## src/shared/rx_addr_pkg.sv

```systemverilog
package rx_addr_pkg;

    // Register offsets on the serial command port
    localparam logic [4:0] OFS_PIPE0_ADDR = 5'h0a;
    localparam logic [4:0] OFS_PIPE1_ADDR = 5'h0b;
    localparam logic [4:0] OFS_LOW_P2 = 5'h0c;
    localparam logic [4:0] OFS_LOW_P3 = 5'h0d;
    localparam logic [4:0] OFS_LOW_P4 = 5'h0e;
    localparam logic [4:0] OFS_LOW_P5 = 5'h0f;
    localparam logic [4:0] OFS_SEND_ADDR = 5'h10;
    localparam logic [4:0] OFS_PAYLEN_P0 = 5'h11;
    localparam logic [4:0] OFS_PAYLEN_P1 = 5'h12;
    localparam logic [4:0] OFS_PAYLEN_P2 = 5'h13;
    localparam logic [4:0] OFS_PAYLEN_P3 = 5'h14;

    // Reset values
    localparam logic [39:0] RST_PIPE0_ADDR = 40'he7e7e7e7e7;
    localparam logic [39:0] RST_PIPE1_ADDR = 40'hc2c2c2c2c2;
    localparam logic [39:0] RST_SEND_ADDR = 40'he7e7e7e7e7;
    localparam logic [7:0] RST_LOW_P2 = 8'hc3;
    localparam logic [7:0] RST_LOW_P3 = 8'hc4;
    localparam logic [7:0] RST_LOW_P4 = 8'hc5;
    localparam logic [7:0] RST_LOW_P5 = 8'hc6;
    localparam logic [5:0] RST_PAYLEN = 6'h00;

    // Field layout
    localparam int PAYLEN_MSB = 5;
    localparam int UPPER_LSB = 8;
    localparam int UPPER_MSB = 39;

    // Command byte prefixes, bits 7:5
    localparam logic [2:0] CMD_READ_PREFIX = 3'h0;
    localparam logic [2:0] CMD_WRITE_PREFIX = 3'h1;

    // Address width codes and byte counts
    localparam logic [1:0] AW_CODE_3 = 2'h1;
    localparam logic [1:0] AW_CODE_4 = 2'h2;
    localparam logic [2:0] AW_BYTES_3 = 3'h3;
    localparam logic [2:0] AW_BYTES_4 = 3'h4;
    localparam logic [2:0] AW_BYTES_5 = 3'h5;

    localparam logic [2:0] LAST_BIT = 3'h7;

    typedef enum logic [4:0]
    {
        ST_IDLE = 5'b00001,
        ST_CMD = 5'b00010,
        ST_READ = 5'b00100,
        ST_WRITE = 5'b01000,
        ST_IGNORE = 5'b10000
    } port_state_t;

    typedef struct packed
    {
        logic csActive;
        logic csStart;
        logic sckRise;
        logic sckFall;
        logic mosi;
    } pin_events_t;

    typedef struct packed
    {
        logic [5:0][39:0] pipeAddr;
        logic [39:0] sendAddr;
        logic [3:0][5:0] payloadLen;
        logic [3:0] pipeUsed;
    } listen_config_t;

endpackage

```

## src/rx_pipe_address_width_regs.sv

```systemverilog
// Overview of operation
// - Pipe one has a 40-bit read/write listen address at offset 0x0b.
// - Address registers load least significant byte first, as many bytes as the address width gives.
// - Pipes two to five store one low byte and take bits 39:8 from the pipe-one address.
// - The low bytes of pipes two to five sit at 0x0c to 0x0f and reset to 0xc3, 0xc4, 0xc5, 0xc6.
// - A 40-bit read/write send address sits at 0x10, least significant byte first.
// - Each payload-length register holds the received length in bytes, 1 to 32, at bits 5:0.
// - A payload length of zero marks the pipe unused, and lengths reset to zero.
// - Payload lengths of pipes zero to three sit at offsets 0x11 to 0x14.
// - Pipe zero has a 40-bit read/write listen address at 0x0a, least significant byte first.
// - Registers are reached over the serial port, the status byte shifting out with the command.
`timescale 1ns/1ps
`default_nettype none

module rx_pipe_address_width_regs
(
    input wire logic clock,
    input wire logic sys_rst,
    input wire logic sck,
    input wire logic csN,
    input wire logic mosi,
    output logic miso,
    output logic misoOe,
    input wire logic [7:0] statusByte,
    input wire logic [1:0] addressWidthSetting,
    output rx_addr_pkg::listen_config_t listenConfig
);

    rx_addr_pkg::pin_events_t pins;
    rx_addr_pkg::port_state_t state_q;
    logic [2:0] bitCnt_q;
    logic [7:0] rxShift_q;
    logic [7:0] txByte_q;
    logic [4:0] regAddr_q;
    logic [2:0] byteIdx_q;
    logic misoBit_q;
    logic [39:0] pipe0Addr_q;
    logic [39:0] pipe1Addr_q;
    logic [39:0] sendAddr_q;
    logic [3:0][7:0] lowByte_q;
    logic [3:0][5:0] payLen_q;
    logic [7:0] rxByte;
    logic byteDone;
    logic [2:0] awBytes;

    spi_pin_sync pinSync
    (
        .clock(clock),
        .sys_rst(sys_rst),
        .sck(sck),
        .csN(csN),
        .mosi(mosi),
        .pins(pins)
    );

    // Number of address bytes the host sends for the configured width
    function automatic logic [2:0] widthBytes(input logic [1:0] code);
        logic [2:0] n;
        unique case (code)
            rx_addr_pkg::AW_CODE_3: n = rx_addr_pkg::AW_BYTES_3;
            rx_addr_pkg::AW_CODE_4: n = rx_addr_pkg::AW_BYTES_4;
            default: n = rx_addr_pkg::AW_BYTES_5;
        endcase
        return n;
    endfunction

    // Byte of a 40-bit register, lowest first
    function automatic logic [7:0] pickByte(input logic [39:0] word,
                                            input logic [2:0] idx);
        return (idx < rx_addr_pkg::AW_BYTES_5) ? word[idx * 8 +: 8] : 8'h00;
    endfunction

    // Replace one byte of a 40-bit register
    function automatic logic [39:0] putByte(input logic [39:0] word,
                                            input logic [2:0] idx,
                                            input logic [7:0] b);
        logic [39:0] w;
        w = word;
        if (idx < rx_addr_pkg::AW_BYTES_5)
        begin
            w[idx * 8 +: 8] = b;
        end
        return w;
    endfunction

    // Read data for a register and byte index; unmapped reads as zero
    function automatic logic [7:0] readByte(input logic [4:0] addr,
                                            input logic [2:0] idx);
        logic [7:0] b;
        b = 8'h00;
        unique case (addr)
            rx_addr_pkg::OFS_PIPE0_ADDR: b = pickByte(pipe0Addr_q, idx);
            rx_addr_pkg::OFS_PIPE1_ADDR: b = pickByte(pipe1Addr_q, idx);
            rx_addr_pkg::OFS_SEND_ADDR: b = pickByte(sendAddr_q, idx);
            rx_addr_pkg::OFS_LOW_P2, rx_addr_pkg::OFS_LOW_P3,
            rx_addr_pkg::OFS_LOW_P4, rx_addr_pkg::OFS_LOW_P5:
                if (idx == 3'h0)
                    b = lowByte_q[addr[1:0]];
            rx_addr_pkg::OFS_PAYLEN_P0, rx_addr_pkg::OFS_PAYLEN_P1,
            rx_addr_pkg::OFS_PAYLEN_P2, rx_addr_pkg::OFS_PAYLEN_P3:
                if (idx == 3'h0)
                    b = {2'b00, payLen_q[addr[1:0] - 2'h1]};
            default: b = 8'h00;
        endcase
        return b;
    endfunction

    assign rxByte = {rxShift_q[6:0], pins.mosi};
    assign byteDone = pins.sckRise && bitCnt_q == rx_addr_pkg::LAST_BIT;
    assign awBytes = widthBytes(addressWidthSetting);

    // Command sequencing over the serial port
    always_ff @(posedge clock or posedge sys_rst)
    begin
        if (sys_rst)
        begin
            state_q <= rx_addr_pkg::ST_IDLE;
            regAddr_q <= 5'h00;
            byteIdx_q <= 3'h0;
        end
        else if (!pins.csActive)
        begin
            state_q <= rx_addr_pkg::ST_IDLE;
        end
        else if (pins.csStart)
        begin
            state_q <= rx_addr_pkg::ST_CMD;
            byteIdx_q <= 3'h0;
        end
        else if (byteDone)
        begin
            unique case (state_q)
                rx_addr_pkg::ST_CMD:
                begin
                    regAddr_q <= rxByte[4:0];
                    if (rxByte[7:5] == rx_addr_pkg::CMD_READ_PREFIX)
                    begin
                        state_q <= rx_addr_pkg::ST_READ;
                    end
                    else if (rxByte[7:5] == rx_addr_pkg::CMD_WRITE_PREFIX)
                    begin
                        state_q <= rx_addr_pkg::ST_WRITE;
                    end
                    else
                    begin
                        state_q <= rx_addr_pkg::ST_IGNORE;
                    end
                end
                rx_addr_pkg::ST_READ, rx_addr_pkg::ST_WRITE:
                begin
                    if (byteIdx_q != 3'h7)
                    begin
                        byteIdx_q <= byteIdx_q + 3'h1;
                    end
                end
                default:
                begin
                end
            endcase
        end
    end

    // Bit counter and input shifter
    always_ff @(posedge clock or posedge sys_rst)
    begin
        if (sys_rst)
        begin
            bitCnt_q <= 3'h0;
            rxShift_q <= 8'h00;
        end
        else if (!pins.csActive || pins.csStart)
        begin
            bitCnt_q <= 3'h0;
        end
        else if (pins.sckRise)
        begin
            bitCnt_q <= bitCnt_q + 3'h1;
            rxShift_q <= rxByte;
        end
    end

    // Output byte: status during the command, register data after it
    always_ff @(posedge clock or posedge sys_rst)
    begin
        if (sys_rst)
        begin
            txByte_q <= 8'h00;
            misoBit_q <= 1'b0;
        end
        else if (pins.csStart)
        begin
            txByte_q <= statusByte;
            misoBit_q <= statusByte[7];
        end
        else if (byteDone)
        begin
            if (state_q == rx_addr_pkg::ST_CMD)
            begin
                txByte_q <= readByte(rxByte[4:0], 3'h0);
            end
            else if (state_q == rx_addr_pkg::ST_READ)
            begin
                txByte_q <= readByte(regAddr_q, byteIdx_q + 3'h1);
            end
            else
            begin
                txByte_q <= 8'h00;
            end
        end
        else if (pins.sckFall && pins.csActive)
        begin
            misoBit_q <= txByte_q[rx_addr_pkg::LAST_BIT - bitCnt_q];
        end
    end

    // Address registers, written byte by byte as each byte completes
    always_ff @(posedge clock or posedge sys_rst)
    begin
        if (sys_rst)
        begin
            pipe0Addr_q <= rx_addr_pkg::RST_PIPE0_ADDR;
            pipe1Addr_q <= rx_addr_pkg::RST_PIPE1_ADDR;
            sendAddr_q <= rx_addr_pkg::RST_SEND_ADDR;
            lowByte_q[0] <= rx_addr_pkg::RST_LOW_P2;
            lowByte_q[1] <= rx_addr_pkg::RST_LOW_P3;
            lowByte_q[2] <= rx_addr_pkg::RST_LOW_P4;
            lowByte_q[3] <= rx_addr_pkg::RST_LOW_P5;
        end
        else if (byteDone && state_q == rx_addr_pkg::ST_WRITE)
        begin
            if (byteIdx_q < awBytes)
            begin
                if (regAddr_q == rx_addr_pkg::OFS_PIPE0_ADDR)
                begin
                    pipe0Addr_q <= putByte(pipe0Addr_q, byteIdx_q, rxByte);
                end
                if (regAddr_q == rx_addr_pkg::OFS_PIPE1_ADDR)
                begin
                    pipe1Addr_q <= putByte(pipe1Addr_q, byteIdx_q, rxByte);
                end
                if (regAddr_q == rx_addr_pkg::OFS_SEND_ADDR)
                begin
                    sendAddr_q <= putByte(sendAddr_q, byteIdx_q, rxByte);
                end
            end
            if (byteIdx_q == 3'h0 && regAddr_q >= rx_addr_pkg::OFS_LOW_P2
                && regAddr_q <= rx_addr_pkg::OFS_LOW_P5)
            begin
                lowByte_q[regAddr_q[1:0]] <= rxByte;
            end
        end
    end

    // Payload lengths, reserved bits dropped
    always_ff @(posedge clock or posedge sys_rst)
    begin
        if (sys_rst)
        begin
            payLen_q <= {4{rx_addr_pkg::RST_PAYLEN}};
        end
        else if (byteDone && state_q == rx_addr_pkg::ST_WRITE
                 && byteIdx_q == 3'h0
                 && regAddr_q >= rx_addr_pkg::OFS_PAYLEN_P0
                 && regAddr_q <= rx_addr_pkg::OFS_PAYLEN_P3)
        begin
            payLen_q[regAddr_q[1:0] - 2'h1] <=
                rxByte[rx_addr_pkg::PAYLEN_MSB:0];
        end
    end

    assign miso = misoBit_q;
    assign misoOe = pins.csActive;

    // Full listen addresses seen by the radio
    always_comb
    begin
        listenConfig.pipeAddr[0] = pipe0Addr_q;
        listenConfig.pipeAddr[1] = pipe1Addr_q;
        for (int p = 0; p < 4; p++)
        begin
            listenConfig.pipeAddr[p + 2] =
                {pipe1Addr_q[rx_addr_pkg::UPPER_MSB:rx_addr_pkg::UPPER_LSB],
                 lowByte_q[p]};
        end
        listenConfig.sendAddr = sendAddr_q;
        listenConfig.payloadLen = payLen_q;
        for (int p = 0; p < 4; p++)
        begin
            listenConfig.pipeUsed[p] = payLen_q[p] != 6'h00;
        end
    end

endmodule

`default_nettype wire

```

## src/spi_pin_sync.sv

```systemverilog
`timescale 1ns/1ps
`default_nettype none

module spi_pin_sync
(
    input wire logic clock,
    input wire logic sys_rst,
    input wire logic sck,
    input wire logic csN,
    input wire logic mosi,
    output rx_addr_pkg::pin_events_t pins
);

    logic [2:0] stage1_q;
    logic [2:0] stage2_q;
    logic sckPrev_q;
    logic csPrev_q;

    // Two flip-flops per pin; idle levels are select high, clock low
    always_ff @(posedge clock or posedge sys_rst)
    begin
        if (sys_rst)
        begin
            stage1_q <= 3'h2;
            stage2_q <= 3'h2;
        end
        else
        begin
            stage1_q <= {mosi, csN, sck};
            stage2_q <= stage1_q;
        end
    end

    // Edge history from the second stage only
    always_ff @(posedge clock or posedge sys_rst)
    begin
        if (sys_rst)
        begin
            sckPrev_q <= 1'b0;
            csPrev_q <= 1'b0;
        end
        else
        begin
            sckPrev_q <= stage2_q[0];
            csPrev_q <= ~stage2_q[1];
        end
    end

    assign pins.csActive = ~stage2_q[1];
    assign pins.csStart = ~stage2_q[1] & ~csPrev_q;
    assign pins.sckRise = stage2_q[0] & ~sckPrev_q;
    assign pins.sckFall = ~stage2_q[0] & sckPrev_q;
    assign pins.mosi = stage2_q[2];

endmodule

`default_nettype wire

```

## config.mk

```make
export PLATFORM = sky130hd
export DESIGN_NAME = rx_pipe_address_width_regs
export DESIGN_NICKNAME = d
export VERILOG_FILES = /design/src/shared/rx_addr_pkg.sv /design/src/rx_pipe_address_width_regs.sv /design/src/spi_pin_sync.sv
export SDC_FILE = /design/constraint.sdc
export NUM_CORES = 1
export LEC_CHECK = 0
export BUFFER_PORTS_ARGS = -buffer_cell sky130_fd_sc_hd__buf_2
export CORE_UTILIZATION = 40
export CTS_BUF_LIST = sky130_fd_sc_hd__clkbuf_8
export DETAILED_ROUTE_END_ITERATION = 8
export PLACE_DENSITY = 0.64
export SETUP_SLACK_MARGIN = 0.4
export SYNTH_ARGS = -nofsm -noshare
export SYNTH_HDL_FRONTEND = slang
export SYNTH_HIERARCHICAL = 1
export SYNTH_SLANG_ARGS = --single-unit
```

## constraint.sdc

```tcl
create_clock -name clock -period 10.84 [get_ports clock]
set_input_delay 2.168 -clock clock [delete_from_list [all_inputs] [get_ports clock]]
set_output_delay 2.168 -clock clock [all_outputs]
set_load 0.05 [all_outputs]
```

==> impl_metrics.toml, run 1 <==
[run_status]
status = "completed"

[logic_synthesis]
synth_area_um2 = 12120
ys_warn_count = 6
syn_avg_cell_area_um2 = 10.66
synthTopCellsByArea = "dfrtp_1, dfstp_2, buf_4"
synth_largest_area_cell = "dfrtp_1"
synth_top_area_share_pct = 25.41
synthFlopType = "dfrtp_1"
synth_edf_count = 0
ys_ff_latch = 216
synth_common_cells = "nand2_1, buf_4, dfrtp_1"
async_reset_ff_share_pct = 100.0
syn_nets = 1168
synth_cell_type_count = 65
syn_inst = 1137
seq_area_frac_synth_pct = 45.57
synthMostInstantiatedCell = "nand2_1"

[sta]
fin_crit_ns = 4.412
skew_ns = 0.03483
tightest_slew_ns = 1.254
setup_ws_ns = 6.428
max_freq_mhz = 226.7
rsz0062_at_grt = "false"
slew_headroom_pct = 15.78
setup_violations = 0
setup_tns_ns = 0
min_period_over_period_pct = 40.70
finalHoldViolCount = 0
drv_slew = 0

[power_and_ir_drop]
power_density_nw_per_um2 = 127.2
p_total_uw = 1762
p_leak_uw = 0.006614
max-vdd-ir-drop_uv = 70.07

[cts]
clock_latency_ns = 0.57
cts_setup_buffers = 0
cts_hold_buf = 0
h-tree-depth = 2
clkTransAtPathRegs_ns = 0.06
ctsRootBufferMaster = "clkbuf_8"
cts_tree = "done"
clockBufferDepth = 3
clock-sinks = 216
cts_made_buffers = 39
cts.repair.resized = 0

[global_route]
gr-usage-met2_pct = 38.91
track_usage_pct = 25.68
busiest_layer = "met2"
antenna_found_initial = 0
grt_util_met3_pct = 5.362
gr-total-overflow = 0
grt_max_degree = 149
grt_first_pass_wirelength_um = 59270
use_met1_pct = 35.80
grt_pass1_vias = 9189

[final_layout]
antenna_cells = 0
multi_input_area_um2 = 5308
drive_gt1_share_pct = 44.48
stdcell_count = 1748
final_area_um2 = 13850
num-fill-cells = 2867
area_delta_synth_final_pct = 14.32
ff_latch_area_um2 = 5522
final_nets = 1358

[run]
maxCapViolations = 0

[worst_setup_path]
cp.arrival_ns = 4.85
rrSetupSlack_ns = 7.15
critPathKind = "in2reg"
start_kind = "input pin"
r2r_end = "txByte_q[2]"
reg2reg_depth = 9
crit_required_ns = 11.28
regToRegStartpoint = "byteIdx_q[0]"
critPathCaptureType = "flip-flop"
critPathMaxFanout = 12

[drt]
num_vias = 9913
drc = 0
drtPass1Iterations = 8
via_per_inst = 5.671
drt_iter0_markers = 977
wl_um = 40250
wl_per_cell_um = 23.02
ant_nets = 0

[floorplanning]
start_util_pct = 40.77
core_area_um2 = 29720
die-area_um2 = 30990
io_pins = 325
die_y_um = 176.0
num_rows = 63
die-width_um = 176.0

[hold_path]
hold_depth = 0
hold_end = "pinSync/stage2_q[0]"
holdCritPathClass = "reg2reg"
hp-start = "pinSync/stage1_q[0]"

[placement]
routabilityCongestion = 0.9527
port_buffers = 324
pre_cts_slack_ns = 5.925
dp_hpwl_um = 29540
dp.cells = 1676
place_area_um2 = 13070
where the power goes:
group / internal, uW / total, uW / switching, uW
registers: 822 / 882 / 59.8
logic: 35.9 / 110 / 74.6
clock network: 415 / 770 / 355
flip-flops by register name, indices dropped and copies added, names as in the netlist, 3 cells and up:
| name | cells |
|---|---|
| pipe0Addr_q | 40 |
| state_q | 5 |
| pinSync/stage2_q | 3 |
| pipe1Addr_q | 40 |
| regAddr_q | 5 |
| listenConfig | 56 |
| byteIdx_q | 3 |
| sendAddr_q | 40 |
| bitCnt_q | 3 |
| rxShift_q | 7 |
| txByte_q | 8 |
| pinSync/stage1_q | 3 |
how the worst max path moves through the flow:
stage                            from               to  slack [ns]  cells after the start
4_1_cts        addressWidthSetting[1]   sendAddr_q[11]        6.48                      8
5_1_grt        addressWidthSetting[1]   sendAddr_q[11]        6.25                      8
3_3_place_gp   addressWidthSetting[1]   sendAddr_q[11]        6.01                      8
2_1_floorplan                 sys_rst      bitCnt_q[0]        3.14                      1
6_report       addressWidthSetting[1]  pipe0Addr_q[11]        6.43                      8
3_5_place_dp   addressWidthSetting[1]   sendAddr_q[11]        5.93                      8
critical path: stages:
cell      delay (ns)
buf_2           0.10
nand2b_1        0.19
ha_1            0.29
a21boi_1        0.13
o21ai_1         0.65
nor4b_4         0.45
and2_1          0.50
mux2_1          0.37
routing by layer:
metal  vias to the layer above  share of wire (%)
li1                       4327                  -
met1                      4957                 42
met2                       535                 45
met3                        94                8.8
met4                         0                3.7
met5                         -                  0
final cells by class:
cell class | count | share of cell area, %
inverters | 20 | 0.5962
well taps | 390 | 3.523
multi-input cells | 720 | 38.32
flip-flops and latches | 216 | 39.86
repair buffers | 330 | 12.03
clock buffers | 50 | 4.968
clock inverters | 22 | 0.6956
logic make-up (layout without fill, tap and decap cells):
logic type                 count (synthesis)  in the layout  synth area share (%)
DFF                                      216            216                 45.57
xor gates and xnor gates                   1              1               0.07230
adders and majority gates                 16             16                 1.652
and+or+nand+nor                          312            312                 12.97
buffers and inverters                    201            422                 10.72
muxes                                    177            177                 18.65
AOI/OAI and AO/OA                        214            214                 10.36
metrics by stage:
step                      hold slack (ns)  util, %
after floorplan                    0.3312        -
after global placement             0.3332    43.97
after detailed placement           0.3347    43.97
after CTS                          0.3473    46.61
after global routing               0.3547    46.61
final                              0.3452    46.61
cells in the final DEF, fill, tap and decap left out, types with 7 or more instances in the layout:
| cell | netlist | final |
|---|---|---|
| and2_1 | 7 | 7 |
| inv_1 | 18 | 33 |
| ha_1 | 16 | 15 |
| dfstp_2 | 93 | 93 |
| a31oi_1 | 8 | 8 |
| nor4_1 | 8 | 8 |
| o21ai_1 | 14 | 14 |
| buf_2 | 15 | 324 |
| nand2b_1 | 9 | 9 |
| and3_1 | 8 | 8 |
| o22ai_1 | 20 | 20 |
| nand2_1 | 162 | 162 |
| mux2_1 | 17 | 17 |
| dfrtp_1 | 123 | 123 |
| clkbuf_8 | 0 | 50 |
| mux2i_1 | 57 | 57 |
| mux2_2 | 73 | 73 |
| nor3b_1 | 14 | 14 |
| mux4_2 | 30 | 30 |
| o21ai_0 | 110 | 110 |
| a22oi_1 | 8 | 8 |
| nor2_1 | 35 | 35 |
| nor2b_1 | 16 | 16 |
| nand4_1 | 13 | 13 |
| a21oi_1 | 20 | 20 |
No activity file was read; power rests on OpenSTA's default activity.
==> inputs of run 2 (changes only) <==
--- a/config.mk
+++ b/config.mk
@@ -5,6 +5,7 @@
 export SDC_FILE = /design/constraint.sdc
 export NUM_CORES = 1
 export LEC_CHECK = 0
+export ABC_AREA = 1
 export BUFFER_PORTS_ARGS = -buffer_cell sky130_fd_sc_hd__buf_2
 export CORE_UTILIZATION = 40
 export CTS_BUF_LIST = sky130_fd_sc_hd__clkbuf_8
==> constraint.sdc (replaced) <==
create_clock -name clock -period 4.16 [get_ports clock]
set_input_delay 0.832 -clock clock [delete_from_list [all_inputs] [get_ports clock]]
set_output_delay 0.832 -clock clock [all_outputs]
set_load 0.05 [all_outputs]
==> run 2 against run 1 <==
  * Synthesized cell count increased by 49%
  * Count of clock-buffer cells in the layout decreased by 3
  * Die area increased by 5.5%
  * Clock power increased to 2.8 times the previous value
  * Cell count increased by 31%
  * Highest routed layer unchanged
  * Total power increased to 3.1 times the previous value
  * Non-clock buffer count increased by 7
  * Worst hold slack got worse by 0.083 ns
  * Worst setup slack got worse by 5.2 ns
  * Via count increased by 23%
==> impl_metrics.toml, run 2 <==
[sta]
tightest_slew_ns = 0.8767
drv_slew = 0
skew_ns = 0.05439
fin_crit_ns = 2.947
rsz0062_at_grt = "false"
setup_tns_ns = 0
setup_ws_ns = 1.213
max_freq_mhz = 339.4
finalHoldViolCount = 0
setup_violations = 0
min_period_over_period_pct = 70.83
fin_hold_ws_ns = 0.2622
slew_headroom_pct = 41.49

[floorplanning]
io_pins = 325
die-area_um2 = 32680
die_y_um = 180.8
die-width_um = 180.8
start_util_pct = 40.62
core_area_um2 = 31470
num_rows = 65

[cts]
cts.repair.resized = 0
cts_made_buffers = 38
cts_hold_buf = 0
clock-sinks = 216
clock_latency_ns = 0.56
h-tree-depth = 2
cts_tree = "done"
clkTransAtPathRegs_ns = 0.07
clockBufferDepth = 3
ctsRootBufferMaster = "clkbuf_8"
cts_setup_buffers = 0

[global_route]
track_usage_pct = 26.50
grt_first_pass_wirelength_um = 66760
antenna_found_initial = 0
grt_pass1_vias = 10980
grt_max_degree = 72
gr-total-overflow = 0

[drt]
drt_iter0_markers = 1100
wl_per_cell_um = 19.23
ant_nets = 0
num_vias = 12180
drc = 0
drtPass1Iterations = 5
via_per_inst = 5.320
wl_um = 44040

[logic_synthesis]
synth_common_cells = "nand2_1, o21ai_0, buf_4"
synth_largest_area_cell = "dfrtp_1"
synthMostInstantiatedCell = "nand2_1"
syn_inst = 1695
synth_top_area_share_pct = 24.08
seq_area_frac_synth_pct = 43.19
synth_edf_count = 0
synth_area_um2 = 12780
synth_cell_type_count = 38
syn_avg_cell_area_um2 = 7.543
synthTopCellsByArea = "dfrtp_1, dfstp_2, nand2_1"
ys_warn_count = 6
syn_nets = 1726
ys_ff_latch = 216
async_reset_ff_share_pct = 100.0
synthFlopType = "dfrtp_1"

[worst_setup_path]
cp.arrival_ns = 3.41
regToRegStartpoint = "regAddr_q[1]"
critPathLaunch = "regAddr_q[1]"
critPathKind = "reg2reg"
rrSetupSlack_ns = 1.21
crit_required_ns = 4.63
critPathMaxFanout = 16
start_kind = "flip-flop"
critPathCaptureType = "flip-flop"

[final_layout]
layout_commonest_cell = "nand2_1"
stdcell_count = 2290
final_nets = 1891
largest_reg_flops = 56
drive_gt1_share_pct = 29.13
final_cell_mix = "nand2_1, buf_2, o21ai_0, dfrtp_1, nand3_1"
num-fill-cells = 3221
area_delta_synth_final_pct = 12.89
finalCoreUtilization_pct = 45.86
antenna_cells = 0

[run_status]
status = "completed"

[run]
maxCapViolations = 0

[power_and_ir_drop]
internal_power_uw = 3609
max-vdd-ir-drop_uv = 225.7
comb_power_share_pct = 20.2
switching_share_pct = 33.45
seqPwrFrac_pct = 40.5
p_switching_uw = 1814
p_leak_uw = 0.007193
clock_power_share_pct = 39.3
power_density_nw_per_um2 = 375.8

[placement]
port_buffers = 324
pre_cts_slack_ns = 1.188
dp_hpwl_um = 33030
dp.cells = 2222
routabilityCongestion = 0.9480

[hold_path]
holdCritPathClass = "in2async"
==> run 2: cell count changes in the layout (fill, tap and decap cells not counted), sizes merged, moves of 18 or more <==
cell	change
mux2i	-57
nor2	+44
mux4	-30
a21oi	+44
nand3	+105
o21ai	+117
mux2	-90
inv	+60
o22ai	-18
nand2	+431
==> run 2: cell type report <==
type | count | area, um^2 | share of cell area (%)
Multi-Input combinational cell | 1181 | 5519 | 38.24
Tap cell | 402 | 503.0 | 3.485
Inverter | 86 | 326.6 | 2.263
Timing Repair Buffer | 337 | 1744 | 12.08
Sequential cell | 216 | 5523 | 38.27
Clock inverter | 21 | 170.2 | 1.179
Clock buffer | 47 | 646.9 | 4.482
==> run 2: power by group through the flow <==
| stage | Sequential, uW | Combinational [uW] | Clock [uW] |
|---|---|---|---|
| 6_report | 2200 | 1100 | 2130 |
| 3_5_place_dp | 2230 | 1080 | 0 |
| 4_1_cts | 2200 | 1080 | 2160 |
| 3_3_place_gp | 2230 | 1070 | 0 |
| 5_1_grt | 2200 | 1190 | 2250 |
| 2_1_floorplan | 2210 | 764 | 0 |
==> run 2: path summary, 6_finish.rpt <==
kind,end,cells past startpoint
max,sendAddr_q[30],8
min,pinSync/stage2_q[0],2
max reg2reg,sendAddr_q[30],8
min reg2reg,pinSync/stage2_q[2],0
max in group asynchronous,listenConfig[154],3
min in group clock,pinSync/stage2_q[2],0
==> run 2: critical path, cell delays in order, from the launching register on <==
cell	delay [ns]
dfrtp_1	0.53
inv_1	0.41
ha_1	0.35
nand3_2	0.23
inv_1	0.17
nand2_1	0.10
nor3_4	0.30
nand2_1	0.43
o21ai_0	0.34
==> run 2: per-layer routing <==
layer  routed length (um)  GRT usage [%]  share of wire (%)  vias to the layer above
met2                20150          42.04                 46                      626
met1                19080          36.66                 43                     5718
met3                 3191          3.467                7.2                       90
li1                     -              -                  -                     5748
met4                 1617          10.46                3.7                        0
met5                    0              0                  0                        -
==> run 2: metrics by stage <==
stage,total power [uW],cell area (um^2)
finish,5424,14430
global route,5647,14430
CTS,5437,14430
detailed placement,3306,13620
global placement,3300,13620
floorplan,2974,12790
==> run 2: cell families after synthesis <==
logic type | Yosys count | synth area share, %
AO/OA/AOI/OAI | 322 | 13.77
adder cells (fa/ha/maj) | 16 | 1.566
buffers and inverters | 298 | 13.64
flip-flops | 216 | 43.19
AND/OR/NAND/NOR | 843 | 27.83
==> inputs of run 3 (changes only) <==
==> constraint.sdc (replaced) <==
create_clock -name clock -period 2.8 [get_ports clock]
set_input_delay 0.56 -clock clock [delete_from_list [all_inputs] [get_ports clock]]
set_output_delay 0.56 -clock clock [all_outputs]
set_load 0.05 [all_outputs]
==> run 3 against run 2 <==
  * Clock skew decreased by 0.017 ns
  * Clock power increased by 35%
  * Via count increased by 1.4%
  * Sequential share of layout area shrank 0.90 points
  * Non-clock buffer count up 32
  * Final area increased by 2.5%
  * Routed wire length decreased by 0.61%
  * Worst hold slack worse by 0.15 ns
==> impl_metrics.toml, run 3 (synthesized netlist as in run 2, its figures left out) <==
[drt]
drtPass1Iterations = 5
wl_um = 43780
num_vias = 12360
wl_per_cell_um = 18.85
via_per_inst = 5.321
drc = 0
drt_iter0_markers = 1138
ant_nets = 0

[global_route]
gr-total-overflow = 0
grt_pass1_vias = 11380
track_usage_pct = 26.56
antenna_found_initial = 0
grt_first_pass_wirelength_um = 67120
grt_max_degree = 80

[placement]
port_buffers = 324
dp_hpwl_um = 33470
routabilityCongestion = 0.9524
pre_cts_slack_ns = 0.1511

[worst_setup_path]
critPathCaptureType = "flip-flop"
cp_slowest_stage_delay_ns = 0.44
cpLargestDelayFamily = "simple AND/OR/NAND/NOR gates"
crit_top_cell = "nand2_1"
critPathKind = "reg2reg"
start_kind = "flip-flop"
path_cells = "inv_1, ha_4, clkinv_1, buf_4, nand2_1, nand3_1, nand2_1, nand2_1, nand2_1, nand2_1, nor2_1, nand2_1, nand2_1, nand2_1, nand2_1, nand2_1"
crit_required_ns = 3.22
cp.arrival_ns = 2.67
critPathMaxFanout = 26
critical_path_buf_inv_count = 3
crit_slowest_cell = "dfrtp_2"

[floorplanning]
die-width_um = 180.8
num_rows = 65
die-area_um2 = 32680
start_util_pct = 40.62
die_y_um = 180.8
io_pins = 325
core_area_um2 = 31470

[final_layout]
final_nets = 1923
area_delta_synth_final_pct = 15.69
layout_commonest_cell = "nand2_1"
antenna_cells = 0
drive_gt1_share_pct = 31.35
num-fill-cells = 3146
final_cell_mix = "nand2_1, buf_2, o21ai_0, dfrtp_1, nand3_1"
multi_input_area_um2 = 5675
largest_reg_flops = 56
ff_latch_area_um2 = 5527

[power_and_ir_drop]
p_leak_uw = 0.007293
p_total_uw = 7885
power_density_nw_per_um2 = 533.1
max-vdd-ir-drop_uv = 361.9

[cts]
clock_latency_ns = 0.55
clockBufferDepth = 3
cts_tree = "done"
clkTransAtPathRegs_ns = 0.06
cts_made_buffers = 38
h-tree-depth = 2
clock-sinks = 216
ctsRootBufferMaster = "clkbuf_8"

[sta]
setup_ws_ns = 0.5452
skew_ns = 0.03782
tightest_slew_ns = 0.6639
drv_slew = 0
setup_violations = 0
slew_headroom_pct = 55.41
max_freq_mhz = 443.5
rsz0062_at_grt = "false"
finalHoldViolCount = 0
min_period_over_period_pct = 80.53
fin_crit_ns = 2.255

[hold_path]
holdCritPathClass = "in2reg"

[run]
maxCapViolations = 0

[run_status]
status = "completed"
-- run 3: layout make-up --
cell class / instances / share of cell area (%)
repair buffers: 369 / 13.65
well taps: 402 / 3.401
clock buffers: 44 / 4.094
clock inverters: 24 / 0.9052
inverters: 86 / 2.208
flip-flops and latches: 216 / 37.37
multi-input cells: 1181 / 38.37
-- run 3: final timing paths --
kind,slack (ns),endpoint,cells after the start,startpoint
max,0.55,txByte_q[0],16,byteIdx_q[0]
min in group asynchronous,0.52,pinSync/csPrev_q,3,sys_rst
min,0.11,pinSync/stage1_q[1],1,csN
max reg2reg,0.55,txByte_q[0],16,byteIdx_q[0]
max in group asynchronous,1.48,pipe0Addr_q[1],4,sys_rst
min reg2reg,0.35,pinSync/stage2_q[2],0,pinSync/stage1_q[2]
-- run 3: power by group --
part	internal [uW]	total, uW	switching [uW]	leakage (uW)
sequential	3190	3260	72.2	0.00264
combinational	474	1750	1280	0.00423
clock	1530	2870	1350	0.000429
total	5190	7890	2700	0.00729
-- run 3: stage by stage --
stage               util, %  instances  setup TNS (ns)  hold WS, ns  instance area [um^2]
finish                46.99       2322               0       0.1117                 14790
global route          46.99       2322               0      0.09489                 14790
CTS                   46.63       2321               0      0.08308                 14680
detailed placement    44.09       2246               0       0.3426                 13880
global placement      44.09       2246               0       0.3401                 13880
floorplan                 -       1695          -45.15       0.3312                 12860
-- run 3: metal layers --
layer	vias up	track usage (%)	part of all wire [%]
met3	87	4.092	7.4
li1	5803	-	-
met2	585	42.83	47
met5	-	0	0
met1	5880	35.58	42
met4	0	11.01	3.7
-- run 3: timing repair --
action / CTS / global route
pin swaps: 3 / 2
setup buffers: 6 / 1
resized for setup: 1 / 24
hold buffers: 1 / 0
setup endpoints to repair: 50 / 182
endpoints found under the hold margin: 12 / 0
